[src/hdl/lpo_params.svh]
`ifndef LPO_PARAMS_SVH
`define LPO_PARAMS_SVH

// Opcode fields of the instruction word.
`define LPO_OP_OR_LIT 8'h09
`define LPO_OP_OR_FILE 6'h04
`define LPO_OP_LDPTR1 10'h3b8
`define LPO_OP_LDPTR2 8'hf0
// Bit positions inside a file instruction.
`define LPO_BIT_DEST 9
`define LPO_BIT_ACC 8
// Highest address that uses indexed literal offset addressing.
`define LPO_IDX_MAX 8'h5f
// Low part of the access bank ends below 0x60 and maps to bank 0; upper addresses map to bank 0xf.
`define LPO_ACC_SPLIT 8'h60
`define LPO_ACC_HI_BANK 4'hf
// Reset values.
`define LPO_W_RST 8'h00
`define LPO_PTR_RST 12'h000
// Phases per instruction cycle.
`define LPO_PHASES 4

`endif

[src/hdl/lpo_pkg.sv]
package lpo_pkg;
    typedef enum logic [1:0] {
        LPO_Q1 = 2'b00,
        LPO_Q2 = 2'b01,
        LPO_Q3 = 2'b10,
        LPO_Q4 = 2'b11
    } lpo_phase_t;

    typedef enum logic [1:0] {
        LPO_K_NONE = 2'b00,
        LPO_K_ORLIT = 2'b01,
        LPO_K_ORFILE = 2'b10,
        LPO_K_LDPTR = 2'b11
    } lpo_kind_t;
endpackage : lpo_pkg

[src/hdl/lpo_addr_gen.sv]
`timescale 1ns/1ps
`include "lpo_params.svh"

// Forms the 12-bit data-memory address of a file operand.
module lpo_addr_gen (
    // Operand fields.
    input wire logic [7:0] faddr,
    input wire logic acc_sel,
    input wire logic [3:0] bank_sel,
    // Indexed mode and its base pointer.
    input wire logic ext_en,
    input wire logic [11:0] index_base,
    // Result.
    output logic [11:0] addr,
    output logic indexed
);
    always_comb begin
        indexed = 1'b0;
        if (acc_sel) begin
            addr = {bank_sel, faddr};
        end else if (ext_en && faddr <= `LPO_IDX_MAX) begin
            indexed = 1'b1;
            addr = 12'(index_base + {4'h0, faddr});
        end else if (faddr < `LPO_ACC_SPLIT) begin
            addr = {4'h0, faddr};
        end else begin
            addr = {`LPO_ACC_HI_BANK, faddr};
        end
    end
endmodule : lpo_addr_gen

[src/hdl/lpo_core.sv]
// Our own choices: the address-and-strobe port and the placing of the registers.
`timescale 1ns/1ps
`include "lpo_params.svh"

module lpo_core
    import lpo_pkg::*;
#(
    parameter int NPTR = 3
) (
    // Clock and reset.
    input wire logic mclk,
    input wire logic resetn,
    // Program memory word, held stable for the whole instruction cycle.
    input wire logic [15:0] instr,
    // Mode inputs.
    input wire logic ext_en,
    input wire logic [3:0] bank_select_reg,
    // Data memory.
    input wire logic [7:0] dmem_rdata,
    output logic [11:0] dmem_addr,
    output logic dmem_re,
    output logic dmem_we,
    output logic [7:0] dmem_wdata,
    // Core state.
    output lpo_pkg::lpo_phase_t phase,
    output logic [7:0] wreg,
    output logic flag_n,
    output logic flag_z,
    output logic [11:0] indirect_pointer_reg0,
    output logic [11:0] indirect_pointer_reg1,
    output logic [11:0] indirect_pointer_reg2,
    output logic illegal
);
    import lpo_pkg::*;

    // The selector field of the pointer load can name only three pointers.
    if (NPTR != 3) begin : g_nptr_check
        $error("lpo_core supports exactly three pointers");
    end

    lpo_phase_t phase_r;
    lpo_kind_t kind_r;
    logic [7:0] w_r;
    logic n_r;
    logic z_r;
    logic [11:0] ptr_r [NPTR];
    logic second_r;
    logic [1:0] psel_r;
    logic [3:0] khi_r;
    logic [7:0] opnd_r;
    logic [7:0] res_r;
    logic dest_r;
    logic [11:0] addr_r;
    logic [11:0] addr_w;
    logic [11:0] addr_nxt;
    logic re_r;
    logic we_r;
    logic [7:0] wd_r;
    logic ill_r;
    lpo_kind_t kind_nxt;
    logic first_ok;

    // Q1 decode of the incoming word.
    always_comb begin
        kind_nxt = LPO_K_NONE;
        first_ok = 1'b0;
        if (second_r) begin
            kind_nxt = LPO_K_LDPTR;
        end else if (instr[15:8] == `LPO_OP_OR_LIT) begin
            kind_nxt = LPO_K_ORLIT;
        end else if (instr[15:10] == `LPO_OP_OR_FILE) begin
            kind_nxt = LPO_K_ORFILE;
        end else if (instr[15:6] == `LPO_OP_LDPTR1 && instr[5:4] != 2'b11) begin
            kind_nxt = LPO_K_LDPTR;
            first_ok = 1'b1;
        end
    end

    // Indexed mode uses pointer 2 as its base.
    lpo_addr_gen i_lpo_addr_gen (
        .faddr(instr[7:0]),
        .acc_sel(instr[`LPO_BIT_ACC]),
        .bank_sel(bank_select_reg),
        .ext_en(ext_en),
        .index_base(ptr_r[2]),
        .addr(addr_w),
        .indexed()
    );
    assign addr_nxt = addr_w;

    // Four-phase sequencer.
    always_ff @(posedge mclk or negedge resetn) begin
        if (!resetn) begin
            phase_r <= LPO_Q1;
        end else begin
            case (phase_r)
                LPO_Q1: phase_r <= LPO_Q2;
                LPO_Q2: phase_r <= LPO_Q3;
                LPO_Q3: phase_r <= LPO_Q4;
                LPO_Q4: phase_r <= LPO_Q1;
                default: phase_r <= LPO_Q1;
            endcase
        end
    end

    // Decode and data path, one action per phase.
    always_ff @(posedge mclk or negedge resetn) begin
        if (!resetn) begin
            kind_r <= LPO_K_NONE;
            second_r <= 1'b0;
            psel_r <= 2'b00;
            khi_r <= 4'h0;
            opnd_r <= 8'h00;
            res_r <= 8'h00;
            dest_r <= 1'b0;
            addr_r <= 12'h000;
            ill_r <= 1'b0;
        end else begin
            case (phase_r)
                LPO_Q1: begin
                    kind_r <= kind_nxt;
                    ill_r <= (kind_nxt == LPO_K_NONE);
                    dest_r <= instr[`LPO_BIT_DEST];
                    addr_r <= addr_nxt;
                    if (first_ok) begin
                        psel_r <= instr[5:4];
                        khi_r <= instr[3:0];
                    end
                end
                LPO_Q2: begin
                    if (kind_r == LPO_K_ORFILE) begin
                        opnd_r <= dmem_rdata;
                    end else begin
                        opnd_r <= instr[7:0];
                    end
                end
                LPO_Q3: begin
                    res_r <= w_r | opnd_r;
                end
                LPO_Q4: begin
                    // The second word follows only a valid first word.
                    second_r <= (kind_r == LPO_K_LDPTR) && !second_r;
                end
                default: kind_r <= LPO_K_NONE;
            endcase
        end
    end

    // Working register and flags written in Q4.
    always_ff @(posedge mclk or negedge resetn) begin
        if (!resetn) begin
            w_r <= `LPO_W_RST;
            n_r <= 1'b0;
            z_r <= 1'b0;
        end else if (phase_r == LPO_Q4 && !second_r) begin
            if (kind_r == LPO_K_ORLIT || kind_r == LPO_K_ORFILE) begin
                n_r <= res_r[7];
                z_r <= (res_r == 8'h00);
                if (kind_r == LPO_K_ORLIT || !dest_r) begin
                    w_r <= res_r;
                end
            end
        end
    end

    // Pointer registers; no flag is touched here.
    genvar gi;
    generate
        for (gi = 0; gi < NPTR; gi++) begin : g_ptr
            always_ff @(posedge mclk or negedge resetn) begin
                if (!resetn) begin
                    ptr_r[gi] <= `LPO_PTR_RST;
                end else if (phase_r == LPO_Q4 && kind_r == LPO_K_LDPTR && psel_r == 2'(gi)) begin
                    if (!second_r) begin
                        ptr_r[gi][11:8] <= khi_r;
                    end else if (instr[15:8] == `LPO_OP_LDPTR2) begin
                        ptr_r[gi][7:0] <= instr[7:0];
                    end
                end
            end
        end
    endgenerate

    // Data-memory strobes: read in Q2, write back in Q4.
    always_ff @(posedge mclk or negedge resetn) begin
        if (!resetn) begin
            re_r <= 1'b0;
            we_r <= 1'b0;
            wd_r <= 8'h00;
        end else begin
            re_r <= (phase_r == LPO_Q1) && (kind_nxt == LPO_K_ORFILE) && !second_r;
            we_r <= (phase_r == LPO_Q3) && (kind_r == LPO_K_ORFILE) && dest_r
                && !second_r;
            wd_r <= w_r | opnd_r;
        end
    end

    assign phase = phase_r;
    assign wreg = w_r;
    assign flag_n = n_r;
    assign flag_z = z_r;
    assign indirect_pointer_reg0 = ptr_r[0];
    assign indirect_pointer_reg1 = ptr_r[1];
    assign indirect_pointer_reg2 = ptr_r[2];
    assign dmem_addr = addr_r;
    assign dmem_re = re_r;
    assign dmem_we = we_r;
    assign dmem_wdata = wd_r;
    assign illegal = ill_r;
endmodule : lpo_core

[config.mk]
export PLATFORM = sky130hd
export DESIGN_NAME = lpo_core
export DESIGN_NICKNAME = d
export VERILOG_FILES = /design/src/hdl/lpo_pkg.sv /design/src/hdl/lpo_addr_gen.sv /design/src/hdl/lpo_core.sv
export VERILOG_INCLUDE_DIRS = /design/src /design/src/hdl
export SDC_FILE = /design/constraint.sdc
export NUM_CORES = 1
export LEC_CHECK = 0
export BUFFER_PORTS_ARGS = -buffer_cell sky130_fd_sc_hd__clkbuf_2
export CAP_MARGIN = 20
export CORE_AREA = 2 2 122 124
export CTS_BUF_LIST = sky130_fd_sc_hd__clkbuf_4 sky130_fd_sc_hd__clkbuf_8
export DETAILED_ROUTE_END_ITERATION = 8
export DIE_AREA = 0 0 124 126
export MAX_ROUTING_LAYER = met4
export SLEW_MARGIN = 20
export SYNTH_ARGS = -nofsm -noshare
export SYNTH_HDL_FRONTEND = slang
export SYNTH_SLANG_ARGS = --single-unit
[constraint.sdc]
create_clock -name mclk -period 3.1 [get_ports mclk]
set_input_delay 0.62 -clock mclk [delete_from_list [all_inputs] [get_ports mclk]]
set_output_delay 0.62 -clock mclk [all_outputs]
set_load 0.005 [all_outputs]
[After elaboration in Yosys (flattened, before gate mapping)]
Index checks and enable logic that the tools add are counted.
Widths: inputs -> output; s select.
Storage, ports and cells
  flip-flop bits (word level): 97
  word-level logic and storage cells: 84
  bits of input ports: 31
  output and inout bits: 71
Cells by class
  bitwise operators: 2
  muxes and demuxes: 13
  magnitude comparators: 2
  equal/unequal tests: 14
  add/sub/neg operators: 1
  reductions and logical operators: 30
Operators with widths (number)
  $mux 12: 3
  $logic_and 1x1->1: 13
  $add 12x8->12: 1
  $eq 2x2->1 const B: 6
  $reduce_and 3->1: 4
  $eq 10x10->1 const B: 1
  $reduce_and 2->1: 5
  $eq 8x4->1 const B: 1
  $eq 8x8->1 const B: 1
  $le 8x7->1 const B: 1
  $logic_not 8->1: 1
  $lt 8x7->1 const B: 1
  $mux 2: 4
  $mux 8: 1
  $or 8x8->8: 1
  $pmux 2 s4: 1
  $eq 2x1->1 const B: 3
  $eq 6x3->1 const B: 1
  $logic_not 2->1: 3
  $mux 1: 4
  $logic_not 1->1: 2
  $logic_or 1x1->1: 2
  $ne 2x2->1 const B: 1
  $not 1->1: 1

[Logic depth before layout (Yosys ltp)]
Gate-level depths: netlist of run 1.
  word-level depth: 9
  depth in mapped cells: 8
  depth with buffers taken out: 8

[Hierarchy]
From an unflattened synthesis of run 1, not the netlist that was laid out.
Second synthesis, totals
  cell total of the unflattened synthesis: 357
  area total of the unflattened synthesis: 4499.3 um2
Modules (own cells, without submodules)
  lpo_core: instances 1, area each 3873.7 um2, cells each 262, sequential area each 2427.3 um2
  lpo_addr_gen: instances 1, area each 625.6 um2, cells each 95, sequential area each 0.0 um2

[Worst setup path after synthesis of run 1]
Ideal clock, no wire load.
  path kind: input port to flip-flop
  start point: in instr[0]
  end point: reg addr_r[8], in the netlist dmem_addr[8]
  stages on the path: 8
  setup slack: 855 ps
  required time: 3018 ps
  arrival: 2163 ps
  setup time: 82 ps
  path buffers: 0
  cells stage by stage: ha_1 -> inv_1 -> fa_1 -> nand2b_1 -> a211o_1 -> and3b_1 -> o31a_1 -> o22ai_1
Between the ends
  word-level cells in the longest chain between the ends: 4
  elaborated cells on any way between the ends: 7
  those cells by class: add/sub (1); order compare (2); mux (3); reduce/logical (1)
RTL lines
  start: declaration: line lpo_core.sv:14  | input wire logic [15:0] instr,
  $lt 8x7->1 (no source line) or $le 8x7->1 (tied branches)
  $mux 12 or $logic_and 1x1->1 (tied branches)
  $mux 12 (*): line lpo_addr_gen.sv:21  | end else if (ext_en && faddr <= `LPO_IDX_MAX) begin
  $mux 12 (*): line lpo_addr_gen.sv:19  | if (acc_sel) begin
  end signal: assignment: line lpo_core.sv:124  | addr_r <= addr_nxt;
  end: declaration: line lpo_core.sv:53  | logic [11:0] addr_r;
Mark *: on every way between the ends. The rest lies on a longest branch, timed or not.
A chain may end at the register's enable or synchronous reset.

[Worst setup path in the final report of run 1]
  start point: in instr[1]
  end point: reg addr_r[9], in the netlist dmem_addr[9]
Same word-level chain as after synthesis.

==> qor.txt, run 1 <==
Finish-stage setup viols: 0
final hold violations: 0
CP Cell Sequence: clkbuf_2 > ha_1 > a211oi_1 > o21ai_0 > a21boi_0 > mux2i_1 > o221ai_1
Overall Global Routing Usage: 15.8%
Num Clock Sinks: 97
Top delay family on crit path: compound AO/OA/AOI/OAI gates
fin util: 38.2%
multiplexer area fraction after synthesis: 18.2%
DR vias: 3,184
Post-Layout Cell Count: 667
Syn Nets: 419
drt drc: 0
Mean Syn Cell Area: 12.1 µm²
TNS Setup: 0 ns
Power Density: 440 nW/µm²
Seq/Total Area, Yosys: 53.7%
vias per cell: 4.77
Worst-Margin Slew: 0.776 ns
register area: 2430 µm²
average wire per standard cell: 17.2 µm
critical path fanouts, max: 7
# rows: 44
DP HPWL: 8.47 mm
cell accounting for the most synthesized area: dfrtp_1
Bufs on Longest Clock Path: 2
maxcap violations: 0
postcts setup bufs: 0
die area: 15,600 µm²
Yosys cell types: 51
Synth Area in Compound Gates: 8.14%
Max stage delay on crit path: 0.41 ns
Post-synth EDFFs: 0
critical path type: in2reg
run status: finished, final reports clean
RSZ-0062 raised after global routing: false
CP bufs+invs: 1
chip height: 126 µm
Final Max Slew Viols: 0
CTS resizes: 0
CTS tree: yes
hold_buf cts: 0
CTS clk-pin slew, worst paths: 0.10 ns
I/O Pins: 102
Worst Setup Start Kind: input port
top cells by area, synth: dfrtp_1 (54%), mux2_2 (12%), ha_1 (4.2%)
Yosys top cell area share: 53.7%
core footprint: 14,300 µm²
flops & latches, synth: 97
die width: 124 µm
Data arrival, critical path: 2.48 ns
Post-Synth Simple-Gate Area: 11.8%
Synth Cell Area: 4520 µm²
Final #Nets: 525
Port-buffer cells: 101
GP Congestion: 0.812
H-tree Lvls: 3
Final Cell Area: 5460 µm²
Mapped Cells: 372
Synth Area in Adders: 4.60%
CTS buffer count: 9
post-synthesis xor/xnor area fraction: 0.970%
root cell of the clock tree: clkbuf_8
Max rail drop VDD: 0.000208 V
initial antenna violation count: 0
achievable frequency: 447 MHz
leakage power: 2.74 nW
Ant. Diodes: 0
share of cells above drive strength 1: 41.0%
Max Clock Skew: 0.0129 ns
DP Worst Slack: 0.457 ns
Final Cycle Share: 72.1%
dominant synthesized flop cell: dfrtp_1
dpl cells: 651
DP Area: 5260 µm²
first-pass GRT wire length: 18.0 mm
main combinational cell family by area after synthesis: multiplexers
vias in the first global route: 3,262
Pwr Total: 2.40 mW
Iteration-0 DRC Markers: 229
min-delay worst type: in2async
worst hold margin: 0.244 ns
synth-to-layout area growth: 20.9%
slew margin rel.: 47.9%
final wirelength: 11.4 mm
footprint of the multi-input gates: 1980 µm²
Pre-antenna DRT Iters: 4
largest net degree at the start of global routing: 52
required time of the critical path: 3.35 ns
fin crit period: 2.24 ns
Routed Antenna Nets: 0
ys async rst share: 100%
Crit. End Element: register
GR Overflow Total: 0
worst skew pair latency: 0.39 ns
Worst path slowest cell: a21boi_0
YS warnings: 0
initial core utilization: 31.6%
final worst-path setup slack: 0.865 ns
FILL cells: 1,439
cell usage after synthesis (all sizes together) (5+ instances only):
| library cell | n |
|---|---|
| nor3 | 5 |
| a21oi | 19 |
| mux2 | 58 |
| clkbuf | 6 |
| buf | 6 |
| nand2 | 19 |
| mux2i | 14 |
| dfrtp | 97 |
| or2 | 10 |
| nand2b | 7 |
| inv | 15 |
| nor2 | 24 |
| ha | 15 |
| o21ai | 12 |
| a31oi | 7 |
| nand3 | 8 |
layer usage:
| metal | GRT usage [%] | vias to the layer above | wire [µm] |
|---|---|---|---|
| met3 | 3.58 | 10 | 509 |
| met4 | 3.97 | 0 | 113 |
| met2 | 24.1 | 74 | 5400 |
| met5 | - | - | 0 |
| li1 | - | 1534 | - |
| met1 | 21.4 | 1566 | 5420 |
state kept, by name, summed over array words and instances (netlist names), 2 cells and up:
name                   flops
khi_r                      4
indirect_pointer_reg0     12
res_r                      8
wreg                       8
indirect_pointer_reg1     12
kind_r                     2
phase                      2
indirect_pointer_reg2     12
psel_r                     2
dmem_wdata                 8
opnd_r                     8
dmem_addr                 12
cells in the final DEF, fill, tap and decap left out, types with 2 or more instances in the layout:
master / count
a21boi_0: 2
nand2b_1: 7
nor2_2: 2
nand3b_1: 3
nor3_1: 4
buf_4: 6
clkinvlp_4: 2
mux2i_1: 14
nand3_1: 8
o221ai_1: 2
nor2_1: 22
mux2_4: 8
inv_1: 15
xnor2_1: 2
or2_2: 10
a21o_1: 4
o22ai_1: 3
o21ai_0: 11
clkbuf_8: 9
a31oi_1: 7
o21a_1: 2
nor2b_1: 4
nor4_1: 3
or3_1: 2
mux2_2: 50
dfrtp_1: 97
nand2_1: 19
inv_6: 2
ha_1: 15
clkbuf_2: 100
xor2_1: 3
a21oi_1: 19
and2_1: 3
cells by family (layout without fill, tap and decap cells):
group,after synthesis,count (layout)
mux,72,72
simple gates,96,96
flops,97,97
buf+inv,27,138
compound gates,59,59
fa+ha+maj,16,16
xor+xnor,5,5
power by group:
part / leakage [nW] / internal [mW] / switching, mW
Combinational: 1.39 / 0.0863 / 0.113
Clock: 0.0988 / 0.393 / 0.478
Sequential: 1.25 / 1.31 / 0.0263
path summary, 6_finish.rpt:
kind / startpoint / endpoint / slack [ns] / cells after the start
worst max-delay path: instr[1] / dmem_addr[9] / 0.86 / 7
worst min-delay path: resetn / dmem_wdata[1] / 0.24 / 1
worst max register to register: kind_r[0] / wreg[7] / 0.88 / 5
worst min register to register: opnd_r[3] / dmem_wdata[3] / 0.51 / 1
max in group asynchronous: resetn / kind_r[1] / 2.14 / 2
min in group mclk: opnd_r[3] / dmem_wdata[3] / 0.51 / 1
area by class of cell:
cell class / count / area share (%)
Multi-Input combinational cell: 248 / 36.2
Sequential cell: 97 / 44.4
Timing Repair Buffer: 107 / 10.4
Clock inverter: 6 / 1.35
Clock buffer: 10 / 2.41
Inverter: 15 / 1.03
Tap cell: 184 / 4.22
(Power assumes the default switching activity.)
==> run 2, diff against run 1 <==
clock period = 1.9 ns   (was 3.1 ns; I/O delays follow)
==> qor.txt, run 2 (same netlist as run 1, synthesis figures left out) <==
most common cell after layout, fill and taps aside: clkbuf_2
I/O Pins: 102 (unchanged)
Data arrival, critical path: 2.32 ns (-0.16 ns)
Overall Global Routing Usage: 16.4% (+0.58 points)
Final #Nets: 575 (+9.5%)
Final Cell Area: 6000 µm² (+9.8%)
die area: 15,600 µm² (unchanged)
required time of the critical path: 2.20 ns (-1.15 ns)
drt drc: 0 (unchanged)
vias in the first global route: 3,390 (+3.9%)
DP HPWL: 9.02 mm (+6.5%)
chip height: 126 µm (unchanged)
GP Congestion: 0.895 (+10%)
share of cells above drive strength 1: 49.4% (+8.4 points)
Finish-stage setup viols: 2 (+2)
average wire per standard cell: 16.6 µm (-3.3%)
Max rail drop VDD: 0.000382 V (+83%)
critical path fanouts, max: 2 (-5)
Final Cycle Share: 106%
first-pass GRT wire length: 18.7 mm (+4.0%)
Bufs on Longest Clock Path: 2 (unchanged)
achievable frequency: 494 MHz
Crit. End Element: register
run status: finished with violations
final hold violations: 0 (unchanged)
min-delay worst type: in2reg
root cell of the clock tree: clkbuf_8
Worst Setup Start Kind: register
Port-buffer cells: 101 (unchanged)
largest net degree at the start of global routing: 64 (+23%)
Pwr Total: 4.09 mW (+70%)
vias per cell: 4.72 (-1.1%)
slew margin rel.: 63.5% (+16 points)
H-tree Lvls: 3 (unchanged)
CTS buffer count: 9 (unchanged)
Pre-antenna DRT Iters: 4 (unchanged)
Iteration-0 DRC Markers: 183 (-20%)
CTS clk-pin slew, worst paths: 0.10 ns (about the same)
Num Clock Sinks: 97 (unchanged)
worst hold margin: 0.305 ns (+0.0607 ns)
Power Density: 682 nW/µm² (+55%)
maxcap violations: 0 (unchanged)
Max Clock Skew: 0.0128 ns (-0.0000735 ns)
worst skew pair latency: 0.38 ns (about the same)
Routed Antenna Nets: 0 (unchanged)
CTS tree: yes
core footprint: 14,300 µm² (unchanged)
RSZ-0062 raised after global routing: true
fin crit period: 2.02 ns
initial core utilization: 31.6% (unchanged)
GR Overflow Total: 0 (unchanged)
fin util: 41.9% (+3.7 points)
Ant. Diodes: 0 (unchanged)
Worst-Margin Slew: 0.547 ns (-0.229 ns)
FILL cells: 1,414 (-1.7%)
synth-to-layout area growth: 32.8%
most frequent cells in the layout: clkbuf_2 (100), dfrtp_1 (97), buf_4 (52), mux2_2 (50), nor2_1 (22)
final wirelength: 11.9 mm (+3.8%)
critical path type: reg2reg
failing checks: negative setup slack
final worst-path setup slack: -0.123 ns (-0.988 ns)
leakage power: 3.04 nW (+11%)
Final Max Slew Viols: 0 (unchanged)
# rows: 44 (unchanged)
DR vias: 3,382 (+6.2%)
DP Area: 5600 µm² (+6.5%)
die width: 124 µm (unchanged)
initial antenna violation count: 0 (unchanged)
run 2: cell count changes in the layout (fill, tap and decap cells not counted), moves of 3 or more:
cell	change
o21ai_0	-3
a21oi_1	-3
buf_4	+46
o21ai_1	+3
ha_1	-4
run 2: path summary, 6_finish.rpt:
check / slack, ns / cells after the start / end / startpoint
min in group asynchronous: 0.34 / 2 / wreg[0] / resetn
min: 0.30 / 3 / opnd_r[2] / dmem_rdata[2]
max: -0.12 / 8 / dmem_addr[8] / indirect_pointer_reg2[0]
max in group asynchronous: 0.98 / 3 / indirect_pointer_reg1[0] / resetn
max reg2reg: -0.12 / 8 / dmem_addr[8] / indirect_pointer_reg2[0]
min reg2reg: 0.49 / 1 / dmem_wdata[6] / opnd_r[6]
run 2: per-layer routing:
| metal | track usage (%) | vias up | wire (µm) |
|---|---|---|---|
| li1 | - | 1622 | - |
| met4 | 4.63 | 0 | 115 |
| met2 | 25.3 | 84 | 5780 |
| met5 | - | - | 0 |
| met3 | 3.17 | 8 | 527 |
| met1 | 21.9 | 1668 | 5450 |
run 2: area by class of cell:
| class | count | area (µm²) | area share (%) |
|---|---|---|---|
| clock buffers | 9 | 124 | 2.07 |
| clock inverters | 6 | 103 | 1.71 |
| inverters | 15 | 56.3 | 0.939 |
| multi-input cells | 248 | 2080 | 34.8 |
| flip-flops and latches | 97 | 2430 | 40.5 |
| well taps | 184 | 230 | 3.84 |
| repair buffers | 157 | 972 | 16.2 |
run 2: repair_timing:
action	in CTS	in global routing
hold buffers	1	0
pin swaps	8	9
gates resized for setup	8	19
hold endpoints to repair	4	0
setup endpoints to repair	11	35
setup buffers	4	3
run 2: report_power, final:
| group | switching [mW] | internal (mW) | total (mW) |
|---|---|---|---|
| clock network | 0.784 | 0.755 | 1.54 |
| logic | 0.202 | 0.175 | 0.377 |
| registers | 0.0402 | 2.13 | 2.17 |
| total | 1.03 | 3.06 | 4.09 |
run 2: critical path, cell delays in order, from the launching register on:
cell	delay [ns]
dfrtp_1	0.37
ha_2	0.19
inv_2	0.04
fa_2	0.34
nand2b_4	0.15
a211o_1	0.29
and3b_1	0.18
o31a_1	0.27
o22ai_1	0.12
run 2: through the flow:
| step | setup TNS, ns | std cells | setup slack [ns] |
|---|---|---|---|
| after CTS | -0.271 | 713 | -0.139 |
| after global placement | -1.08 | 693 | -0.263 |
| after floorplan | -0.0367 | 372 | -0.0367 |
| after global routing | -1.10 | 716 | -0.215 |
| final | -0.193 | 716 | -0.123 |
| after detailed placement | -1.36 | 693 | -0.307 |
